### config.mk
export PLATFORM = sky130hd
export DESIGN_NAME = rvs_supervisor
export DESIGN_NICKNAME = d
export VERILOG_FILES = /design/src/hdl/rvs_pkg.sv /design/src/hdl/rvs_supervisor.sv
export SDC_FILE = /design/constraint.sdc
export NUM_CORES = 1
export LEC_CHECK = 0
export ABC_AREA = 1
export BUFFER_PORTS_ARGS = -buffer_cell sky130_fd_sc_hd__buf_2
export CAP_MARGIN = 20
export CORE_UTILIZATION = 25
export CTS_CLUSTER_SIZE = 14
export DETAILED_ROUTE_END_ITERATION = 6
export MAX_ROUTING_LAYER = met4
export PLACE_DENSITY_LB_ADDON = 0.3
export SYNTH_ARGS = -nofsm -noshare
export SYNTH_HDL_FRONTEND = slang
export SYNTH_SLANG_ARGS = --single-unit
### constraint.sdc
create_clock -name ref_clk -period 3.1 [get_ports ref_clk]
set_input_delay 0.465 -clock ref_clk [delete_from_list [all_inputs] [get_ports ref_clk]]
set_output_delay 0.465 -clock ref_clk [all_outputs]
set_load 0.02 [all_outputs]
### src/hdl/rvs_pkg.sv
// constants and types of the reset and voltage supervisor
// Operation
// - power saving drops low-voltage reset in sleep
// - disable bit turns low-voltage reset off
// - detect flag set by hardware, 7Fh clears
// - four-bit field picks sixteen detect thresholds
// - three-bit config field picks eight trip levels
// - five reset causes each reset whole chip
// - all registers but the config byte return to defaults on reset
// - power-on hold 40 ms, then load config
// - pin reset low, two slow ticks minimum
// - config bit disables the reset pin
// - writing 56h to 97h resets chip
// - watchdog counts slow rc, sleep per config
// - watchdog cleared by reset, clear bit or overflow
// - prescaler picks 400/200/100/50 ms period
// - overflow resets only when control enables it
// - code 0x off, 10 awake only, 11 always
// - clear bit drops by itself next cycle
package rvs_pkg;
  // register offsets
  localparam logic [15:0] ADDR_OPTION = 16'h0094;
  localparam logic [15:0] ADDR_FLAGS = 16'h0095;
  localparam logic [15:0] ADDR_SOFTWARE_COMMAND = 16'h0097;
  localparam logic [15:0] ADDR_LVDCTL = 16'h00BF;
  localparam logic [15:0] ADDR_PWRWD = 16'h00F7;
  localparam logic [15:0] ADDR_MISCA = 16'h00F8;
  localparam logic [15:0] ADDR_CFGH = 16'h7FFF;
  localparam logic [15:0] ADDR_STATUS = 16'h00C0;
  localparam logic [15:0] ADDR_MASK = 16'h00C1;
  localparam logic [15:0] CFG_BASE = 16'h7FFA;
  localparam logic [2:0] CFG_BYTES = 3'h6;
  // reset values
  localparam logic [7:0] RST_BYTE = 8'h00;
  localparam logic [7:0] SOFTWARE_RESET_COMMAND_CODE = 8'h56;
  // field positions
  localparam int PSC_LO = 4;
  localparam int FLAG_LVD = 7;
  localparam int UNDERVOLT_DETECT_IRQ_ENABLE_BIT = 7;
  localparam int UNDERVOLT_DETECT_OUTPUT_BIT = 6;
  localparam int WATCHDOG_RESET_CONTROL_HI = 7;
  localparam int WATCHDOG_RESET_CONTROL_LO = 6;
  localparam int PSAV_BIT = 5;
  localparam int WATCHDOG_CLEAR_PULSE_BIT = 7;
  localparam int UNDERVOLT_RESET_DISABLE_BIT = 3;
  localparam int PINDIS_BIT = 6;
  localparam int LVRL_LO = 3;
  localparam int ST_LVD = 0;
  localparam int ST_WDT = 1;
  // timing
  localparam int CLK_PERIOD_NS = 40;
  localparam int POR_WARMUP_MS = 40;
  localparam int POR_HOLD_CYC =
    (POR_WARMUP_MS * 1000000 + CLK_PERIOD_NS - 1) / CLK_PERIOD_NS;
  localparam int SRC_HZ = 80000;
  localparam int WDT_MIN_MS = 50;
  localparam logic [14:0] WDT_BASE_TICKS =
    15'(WDT_MIN_MS * SRC_HZ / 1000);
  localparam logic [1:0] PIN_MIN_TICKS = 2'h2;
  localparam logic [4:0] HOLD_CYC = 5'h10;

  typedef enum logic [2:0] {
    PM_FAST, PM_SLOW, PM_IDLE, PM_HALT, PM_STOP
  } rvs_mode_type;

  typedef struct packed {
    logic por;
    logic pin;
    logic sw;
    logic wdt;
    logic low_voltage_reset;
  } rvs_cause_type;
endpackage : rvs_pkg

### src/hdl/rvs_supervisor.sv
// reset sequencer, undervoltage supervision and watchdog
//
// Local design decision: the plain strobed port.
`timescale 1ns/1ps
`default_nettype none
module rvs_supervisor
  import rvs_pkg::*;
#(
  parameter int POR_HOLD_CYCLES = POR_HOLD_CYC
) (
  // clock and power-on reset
  input wire logic ref_clk,
  input wire logic rst,
  // register port
  input wire logic [15:0] reg_addr,
  input wire logic [7:0] reg_wdata,
  input wire logic reg_wr,
  input wire logic reg_rd,
  output logic [7:0] reg_rdata,
  // chip environment
  input wire logic pin_reset_n,
  input wire logic slow_rc_tick,
  input wire rvs_mode_type power_mode,
  input wire logic global_undervolt_irq_enable,
  // analog comparators
  input wire logic undervolt_reset_below,
  input wire logic undervolt_detect_below,
  output logic [2:0] undervolt_reset_level,
  output logic [3:0] undervolt_detect_level,
  output logic undervolt_reset_armed,
  // config memory read port
  output logic [15:0] cfg_addr,
  input wire logic [7:0] cfg_data,
  // reset and interrupt outputs
  output logic chip_reset,
  output rvs_cause_type reset_cause,
  output logic undervolt_irq,
  output logic irq
);

  typedef enum logic [1:0] {
    SQ_POR, SQ_LOAD, SQ_HOLD, SQ_RUN
  } rvs_state_type;

  function automatic logic hit(
    input logic [15:0] a,
    input logic [15:0] b
  );
    hit = (a == b);
  endfunction : hit

  rvs_state_type state;
  rvs_state_type next_state;
  logic [31:0] por_cnt;
  logic [4:0] hold_cnt;
  logic [2:0] load_cnt;
  logic [7:0] option_select;
  logic [7:0] peripheral_interrupt_flags;
  logic [7:0] voltage_detect_control;
  logic [7:0] power_watchdog_control;
  logic [7:0] misc_control_a;
  logic [7:0] config_word_high;
  logic [7:0] status;
  logic [7:0] mask;
  logic [14:0] wdt_cnt;
  logic [1:0] pin_cnt;
  logic lvd_below_d;
  logic [7:0] next_rdata;

  // register decode
  wire run = (state == SQ_RUN);
  wire sfr_rst = rst | ~run;
  wire wr_en = reg_wr & run;
  wire wr_opt = wr_en & hit(reg_addr, ADDR_OPTION);
  wire wr_flg = wr_en & hit(reg_addr, ADDR_FLAGS);
  wire wr_sw = wr_en & hit(reg_addr, ADDR_SOFTWARE_COMMAND);
  wire wr_lvd = wr_en & hit(reg_addr, ADDR_LVDCTL);
  wire wr_pwd = wr_en & hit(reg_addr, ADDR_PWRWD);
  wire wr_msc = wr_en & hit(reg_addr, ADDR_MISCA);
  wire wr_sts = wr_en & hit(reg_addr, ADDR_STATUS);
  wire wr_msk = wr_en & hit(reg_addr, ADDR_MASK);

  // control fields
  wire [1:0] watchdog_period_select =
    option_select[PSC_LO+1:PSC_LO];
  wire [1:0] watchdog_reset_control =
    power_watchdog_control[WATCHDOG_RESET_CONTROL_HI:WATCHDOG_RESET_CONTROL_LO];
  wire power_saving_enable = power_watchdog_control[PSAV_BIT];
  wire watchdog_clear_pulse = misc_control_a[WATCHDOG_CLEAR_PULSE_BIT];
  wire undervolt_reset_disable = misc_control_a[UNDERVOLT_RESET_DISABLE_BIT];
  wire undervolt_detect_irq_enable =
    voltage_detect_control[UNDERVOLT_DETECT_IRQ_ENABLE_BIT];
  wire pin_reset_disable = config_word_high[PINDIS_BIT];
  wire undervolt_detect_flag =
    peripheral_interrupt_flags[FLAG_LVD];
  wire undervolt_detect_output = undervolt_detect_below;
  wire awake = (power_mode == PM_FAST) | (power_mode == PM_SLOW);

  // low-voltage reset arming
  assign undervolt_reset_armed = ~undervolt_reset_disable
    & ~(power_saving_enable & ~awake);
  assign undervolt_reset_level =
    config_word_high[LVRL_LO+2:LVRL_LO];
  assign undervolt_detect_level =
    voltage_detect_control[3:0];
  wire lvr_trip = undervolt_reset_armed & undervolt_reset_below;

  // pin reset filter on slow rc ticks
  wire pin_low = ~pin_reset_n & ~pin_reset_disable;
  wire pin_trip = (pin_cnt == PIN_MIN_TICKS);

  always_ff @(posedge ref_clk) begin
    if (rst || !pin_low) begin
      pin_cnt <= 2'h0;
    end else if (slow_rc_tick && !pin_trip) begin
      pin_cnt <= pin_cnt + 2'h1;
    end
  end

  // watchdog
  wire [14:0] wdt_limit =
    WDT_BASE_TICKS << (~watchdog_period_select);
  wire wdt_run = awake | (watchdog_reset_control == 2'h3);
  wire wdt_step = slow_rc_tick & wdt_run & run;
  wire wdt_ovf = wdt_step & (wdt_cnt == wdt_limit - 15'h1);
  wire wdt_rst_en = watchdog_reset_control[1]
    & (watchdog_reset_control[0] | awake);

  always_ff @(posedge ref_clk) begin
    if (sfr_rst || watchdog_clear_pulse || wdt_ovf) begin
      wdt_cnt <= 15'h0;
    end else if (wdt_step) begin
      wdt_cnt <= wdt_cnt + 15'h1;
    end
  end

  // reset causes
  wire sw_trip = wr_sw & (reg_wdata == SOFTWARE_RESET_COMMAND_CODE);
  rvs_cause_type cause;
  assign cause.por = 1'b0;
  assign cause.pin = pin_trip;
  assign cause.sw = sw_trip;
  assign cause.wdt = wdt_ovf & wdt_rst_en;
  assign cause.low_voltage_reset = lvr_trip;
  wire any_cause = |cause;

  // sequencer
  always_comb begin
    next_state = state;
    case (state)
      SQ_POR: begin
        if (por_cnt >= 32'(POR_HOLD_CYCLES) - 32'h1) begin
          next_state = SQ_LOAD;
        end
      end
      SQ_LOAD: begin
        if (load_cnt == CFG_BYTES) begin
          next_state = SQ_RUN;
        end
      end
      SQ_HOLD: begin
        if (hold_cnt == HOLD_CYC && !any_cause) begin
          next_state = SQ_RUN;
        end
      end
      SQ_RUN: begin
        if (any_cause) begin
          next_state = SQ_HOLD;
        end
      end
      default: begin
        next_state = SQ_POR;
      end
    endcase
  end

  always_ff @(posedge ref_clk) begin
    if (rst) begin
      state <= SQ_POR;
    end else begin
      state <= next_state;
    end
  end

  always_ff @(posedge ref_clk) begin
    if (rst || state != SQ_POR) begin
      por_cnt <= 32'h0;
    end else begin
      por_cnt <= por_cnt + 32'h1;
    end
  end

  always_ff @(posedge ref_clk) begin
    if (state != SQ_HOLD || any_cause) begin
      hold_cnt <= 5'h0;
    end else if (hold_cnt != HOLD_CYC) begin
      hold_cnt <= hold_cnt + 5'h1;
    end
  end

  // config load, last six bytes, data one cycle later
  assign cfg_addr = CFG_BASE + {13'h0, load_cnt};

  always_ff @(posedge ref_clk) begin
    if (state != SQ_LOAD) begin
      load_cnt <= 3'h0;
    end else if (load_cnt != CFG_BYTES) begin
      load_cnt <= load_cnt + 3'h1;
    end
  end

  always_ff @(posedge ref_clk) begin
    if (rst) begin
      config_word_high <= RST_BYTE;
    end else if (state == SQ_LOAD && load_cnt == CFG_BYTES) begin
      config_word_high <= cfg_data;
    end
  end

  // reset outputs
  assign chip_reset = ~run;

  always_ff @(posedge ref_clk) begin
    if (rst) begin
      reset_cause <= '{por: 1'b1, default: 1'b0};
    end else if (run && any_cause) begin
      reset_cause <= cause;
    end
  end

  // software registers, defaults while reset held
  always_ff @(posedge ref_clk) begin
    if (sfr_rst) begin
      option_select <= RST_BYTE;
      power_watchdog_control <= RST_BYTE;
      voltage_detect_control <= RST_BYTE;
      mask <= RST_BYTE;
    end else begin
      if (wr_opt) begin
        option_select <= reg_wdata;
      end
      if (wr_pwd) begin
        power_watchdog_control <= reg_wdata;
      end
      if (wr_lvd) begin
        voltage_detect_control <= {reg_wdata[7], 3'h0,
          reg_wdata[3:0]};
      end
      if (wr_msk) begin
        mask <= reg_wdata;
      end
    end
  end

  always_ff @(posedge ref_clk) begin
    if (sfr_rst) begin
      misc_control_a <= RST_BYTE;
    end else if (wr_msc) begin
      misc_control_a <= reg_wdata;
    end else begin
      misc_control_a[WATCHDOG_CLEAR_PULSE_BIT] <= 1'b0;
    end
  end

  // undervoltage detect flag and status
  wire lvd_event = undervolt_detect_below & ~lvd_below_d;
  wire lvd_clr = wr_flg & ~reg_wdata[FLAG_LVD];
  wire [7:0] events = {6'h0, wdt_ovf, lvd_event};
  wire [7:0] sts_clr = wr_sts ? reg_wdata : 8'h00;

  always_ff @(posedge ref_clk) begin
    if (sfr_rst) begin
      lvd_below_d <= 1'b0;
      peripheral_interrupt_flags <= RST_BYTE;
      status <= RST_BYTE;
    end else begin
      lvd_below_d <= undervolt_detect_below;
      if (lvd_event) begin
        peripheral_interrupt_flags[FLAG_LVD] <= 1'b1;
      end else if (lvd_clr) begin
        peripheral_interrupt_flags[FLAG_LVD] <= 1'b0;
      end
      status <= (status & ~sts_clr) | events;
    end
  end

  assign undervolt_irq = undervolt_detect_flag
    & undervolt_detect_irq_enable
    & global_undervolt_irq_enable;
  assign irq = |(status & mask);

  // read mux
  wire [7:0] lvd_rd = {undervolt_detect_irq_enable,
    undervolt_detect_output, 2'h0,
    voltage_detect_control[3:0]};
  assign next_rdata =
    hit(reg_addr, ADDR_OPTION) ? option_select :
    hit(reg_addr, ADDR_FLAGS) ? peripheral_interrupt_flags :
    hit(reg_addr, ADDR_LVDCTL) ? lvd_rd :
    hit(reg_addr, ADDR_PWRWD) ? power_watchdog_control :
    hit(reg_addr, ADDR_MISCA) ? misc_control_a :
    hit(reg_addr, ADDR_CFGH) ? config_word_high :
    hit(reg_addr, ADDR_STATUS) ? status :
    hit(reg_addr, ADDR_MASK) ? mask : 8'h00;

  always_ff @(posedge ref_clk) begin
    if (rst) begin
      reg_rdata <= 8'h00;
    end else if (reg_rd) begin
      reg_rdata <= next_rdata;
    end else begin
      reg_rdata <= 8'h00;
    end
  end
endmodule : rvs_supervisor
`default_nettype wire

==> flow_summary.yaml <==
clock_network:
  clock_root_buffer: "sky130_fd_sc_hd__clkbuf_16"
  cts.sink_count: 127
  clk_path_buf_depth: 2
  count_of_hold_buffers_inserted_by_post_cts_repair: 0
  worstSkewPairLatency_ps: 430
  htreeDepth: 4
  setup_fix_buffers_added_after_clock_tree_synthesis: 0
  cts_repair_resize_count: 0
  cts_inserted_buffers: 17
  clock_pin_slew_worst_setup_and_hold_paths_ps: 50
  tritoncts_clock_tree: "done"
grt:
  grt_max_degree: 33
  grt_overflow: 0
  via_count_of_the_first_global_routing_pass: 5514
  grtUsageTotal_pct: 14.1
  global_route_wire_length_before_repair_um: 28400
  initial_antenna_violation_count: 3
critical_path:
  setup.worst_path.start_class: "flip-flop"
  path_class: "flip-flop to flip-flop"
  critPathRequiredTime_ps: 3410
  r2r_setup_slack_ps: 730
  worst-r2r-cell-count: 11
  critical_path_arrival_ps: 2680
  worstReg2RegStart: "option_select[5]$_SDFFE_PP0P_"
  cp-end-kind: "flip-flop"
  worstReg2RegEnd: "wdt_cnt[5]$_SDFFE_PP0P_"
  worst-path-max-fanout: 9
  setup.worst_path.start: "option_select[5]$_SDFFE_PP0P_"
power_and_ir_drop:
  power_leakage_nw: 3.14
  reported_net_switching_power_w: 0.000841
  switching_share_pct: 22.7
  internal-power_w: 0.00286
  report.power.total_w: 0.00370
  p_seq_share_pct: 44.8
  pwr-share-comb_pct: 4.5
  power_density_nw_per_um2: 474
  power.share.clock_pct: 50.7
  irDropWorstVdd_uv: 269
placed_design:
  pre_cts_slack_ps: 777
  placed_cells_incl_taps: 1324
  post_dp_cell_area_sq_um: 7260
  dpl.hpwl_um: 13700
  port-buffer-count: 82
  routabilityCongestion: 0.859
synth:
  synth_warnings: 0
  yosys_register_bits: 127
  syn_nets: 994
  post-synth-top-area-fraction_pct: 38.4
  synth_enable_flop_cells: 0
  synth_top_area_cell: "sky130_fd_sc_hd__dfxtp_1"
  synth.top_cells.by_area: "sky130_fd_sc_hd__dfxtp_1 38%, sky130_fd_sc_hd__nand2_1 10%, sky130_fd_sc_hd__a21oi_1 6.6%"
  synth-async-reset-ratio_pct: 0
  synth_cell_type_count: 45
  postSynth.topFlopCell: "sky130_fd_sc_hd__dfxtp_1"
  syn_inst: 936
  post_synth_instance_area_sq_um: 6620
  avgSynthCellArea_sq_um: 7.07
  sequential_to_total_area_share_from_yosys_stat_pct: 38.4
floorplan:
  floorplan_core_area_sq_um: 26000
  initial_utilization_pct: 25.5
  num_rows: 59
  chipHeight_um: 165
  die_area_sq_um: 27100
  die_width_um: 165
  boundaryPins: 84
sta:
  clock-skew-final_ps: 12.0
  final_min_period_over_clock_period_pct: 76.4
  final_report_setup_violation_count: 0
  fmaxAchievable_mhz: 422
  finalSetupTns_ps: 0
  maxSlewHeadroom_pct: 58.9
  worst_pin_slew_ps: 616
  setup_repair_after_global_routing_missed_its_margin: "no"
  hold_viol: 0
  post-route-min-period_ps: 2370
  number_of_pins_exceeding_their_max_slew_limit_in_the_final_report: 0
  setup_slack_ps: 731
min_path:
  min_path_type: "input pin to flip-flop"
  min-delay-start: "reg_wdata[5]"
  min_to: "status[5]$_SDFF_PP0_"
  hold_depth: 2
cells_and_area:
  layout_common_cells: "177 x sky130_fd_sc_hd__nand2_1, 127 x sky130_fd_sc_hd__dfxtp_1, 113 x sky130_fd_sc_hd__inv_1"
  post_layout_nonfiller_instances: 1359
  mostFrequentLayoutCell: "sky130_fd_sc_hd__nand2_1"
  layout.cell_area.non_filler_sq_um: 7810
  drive_gt1_share_pct: 18.2
  syn_to_final_growth_pct: 18.0
  layout.nets: 1066
run:
  drv_cap: 0
routing:
  drtAntennaViolNets: 0
  post_route_drc: 0
  wl_um: 18100
  detailroute.via_count: 6110
  initialDrtViolationCount: 445
  avgViaCountPerCell: 4.50
  drtPass1Iterations: 5
  route.detailed.wl_per_inst_um: 13.3
outcome:
  status: "finished clean"
## layer usage
layer | track usage [%] | vias up | share of wire, %
li1 | - | 3202 | -
met1 | 18.1 | 2767 | 47
met2 | 21.4 | 127 | 45
met3 | 4.07 | 14 | 6.2
met4 | 4.25 | 0 | 0.99
met5 | - | - | 0
## worst max-delay path, stage by stage, from the launching register on
cell and delay (ps):
sky130_fd_sc_hd__dfxtp_1 470, sky130_fd_sc_hd__inv_1 150, sky130_fd_sc_hd__ha_1 320, sky130_fd_sc_hd__nand2_1 70, sky130_fd_sc_hd__nand2_1 50, sky130_fd_sc_hd__nor2_1 90, sky130_fd_sc_hd__nand2_1 60, sky130_fd_sc_hd__nor3_1 300
sky130_fd_sc_hd__nand2_1 140, sky130_fd_sc_hd__nand3_1 340, sky130_fd_sc_hd__buf_4 220, sky130_fd_sc_hd__nor2_1 50
## how the worst max path moves through the flow
stage,end,depth (start not counted)
after detailed placement,wdt_cnt[0]$_SDFFE_PP0P_,11
after CTS,wdt_cnt[5]$_SDFFE_PP0P_,11
after global routing,wdt_cnt[5]$_SDFFE_PP0P_,11
final,wdt_cnt[5]$_SDFFE_PP0P_,11
after global placement,wdt_cnt[5]$_SDFFE_PP0P_,11
after floorplan,reset_cause[0]$_SDFFE_PP0P_,12
## cells by family after synthesis
group / Yosys count / share of synthesized area, %
AO/OA/AOI/OAI: 183 / 14.8
flip-flops: 127 / 38.4
adder cells (fa/ha/maj): 14 / 2.65
buffers and inverters: 172 / 11.3
XOR/XNOR: 9 / 1.19
AND/OR/NAND/NOR: 431 / 31.7
## power groups by stage
stage	Combinational, W	Clock [W]	Sequential [W]
2_1_floorplan	0.0000961	0	0.00169
3_3_place_gp	0.000167	0	0.00169
3_5_place_dp	0.000168	0	0.00169
4_1_cts	0.000169	0.00191	0.00166
5_1_grt	0.000190	0.00200	0.00166
6_report	0.000168	0.00188	0.00166
## synthesized netlist by cell type, types with 20 or more instances
cell type,instances
sky130_fd_sc_hd__a21oi_1,87
sky130_fd_sc_hd__buf_4,20
sky130_fd_sc_hd__dfxtp_1,127
sky130_fd_sc_hd__inv_1,113
sky130_fd_sc_hd__inv_2,22
sky130_fd_sc_hd__nand2_1,177
sky130_fd_sc_hd__nand3_1,37
sky130_fd_sc_hd__nand4_1,23
sky130_fd_sc_hd__nor2_1,99
sky130_fd_sc_hd__nor3_1,29
sky130_fd_sc_hd__o21ai_0,27
sky130_fd_sc_hd__o21ai_1,44
## stage by stage
step	util [%]	hold WS, ps
2_1_floorplan	-	429
3_3_place_gp	27.9	430
3_5_place_dp	27.9	435
4_1_cts	30.0	260
5_1_grt	30.1	270
6_report	30.1	275
## sequential cells by signal (all words and copies together), names as in the netlist, 8 cells and up
register / count
option_select: 8
status: 8
reg_rdata: 8
misc_control_a: 8
mask: 8
config_word_high: 8
wdt_cnt: 15
por_cnt: 32
power_watchdog_control: 8
## layout make-up
class                      count  area (sq um)
clock buffer                  26           489
clock inverter                 6          57.6
multi-input combinational    637          3340
tap                          335           419
antenna                        3          7.51
sequential                   127          2540
inverter                     139           522
fill                        2842         18200
timing repair buffer          86           440
No activity file was read; power rests on OpenSTA's default activity.
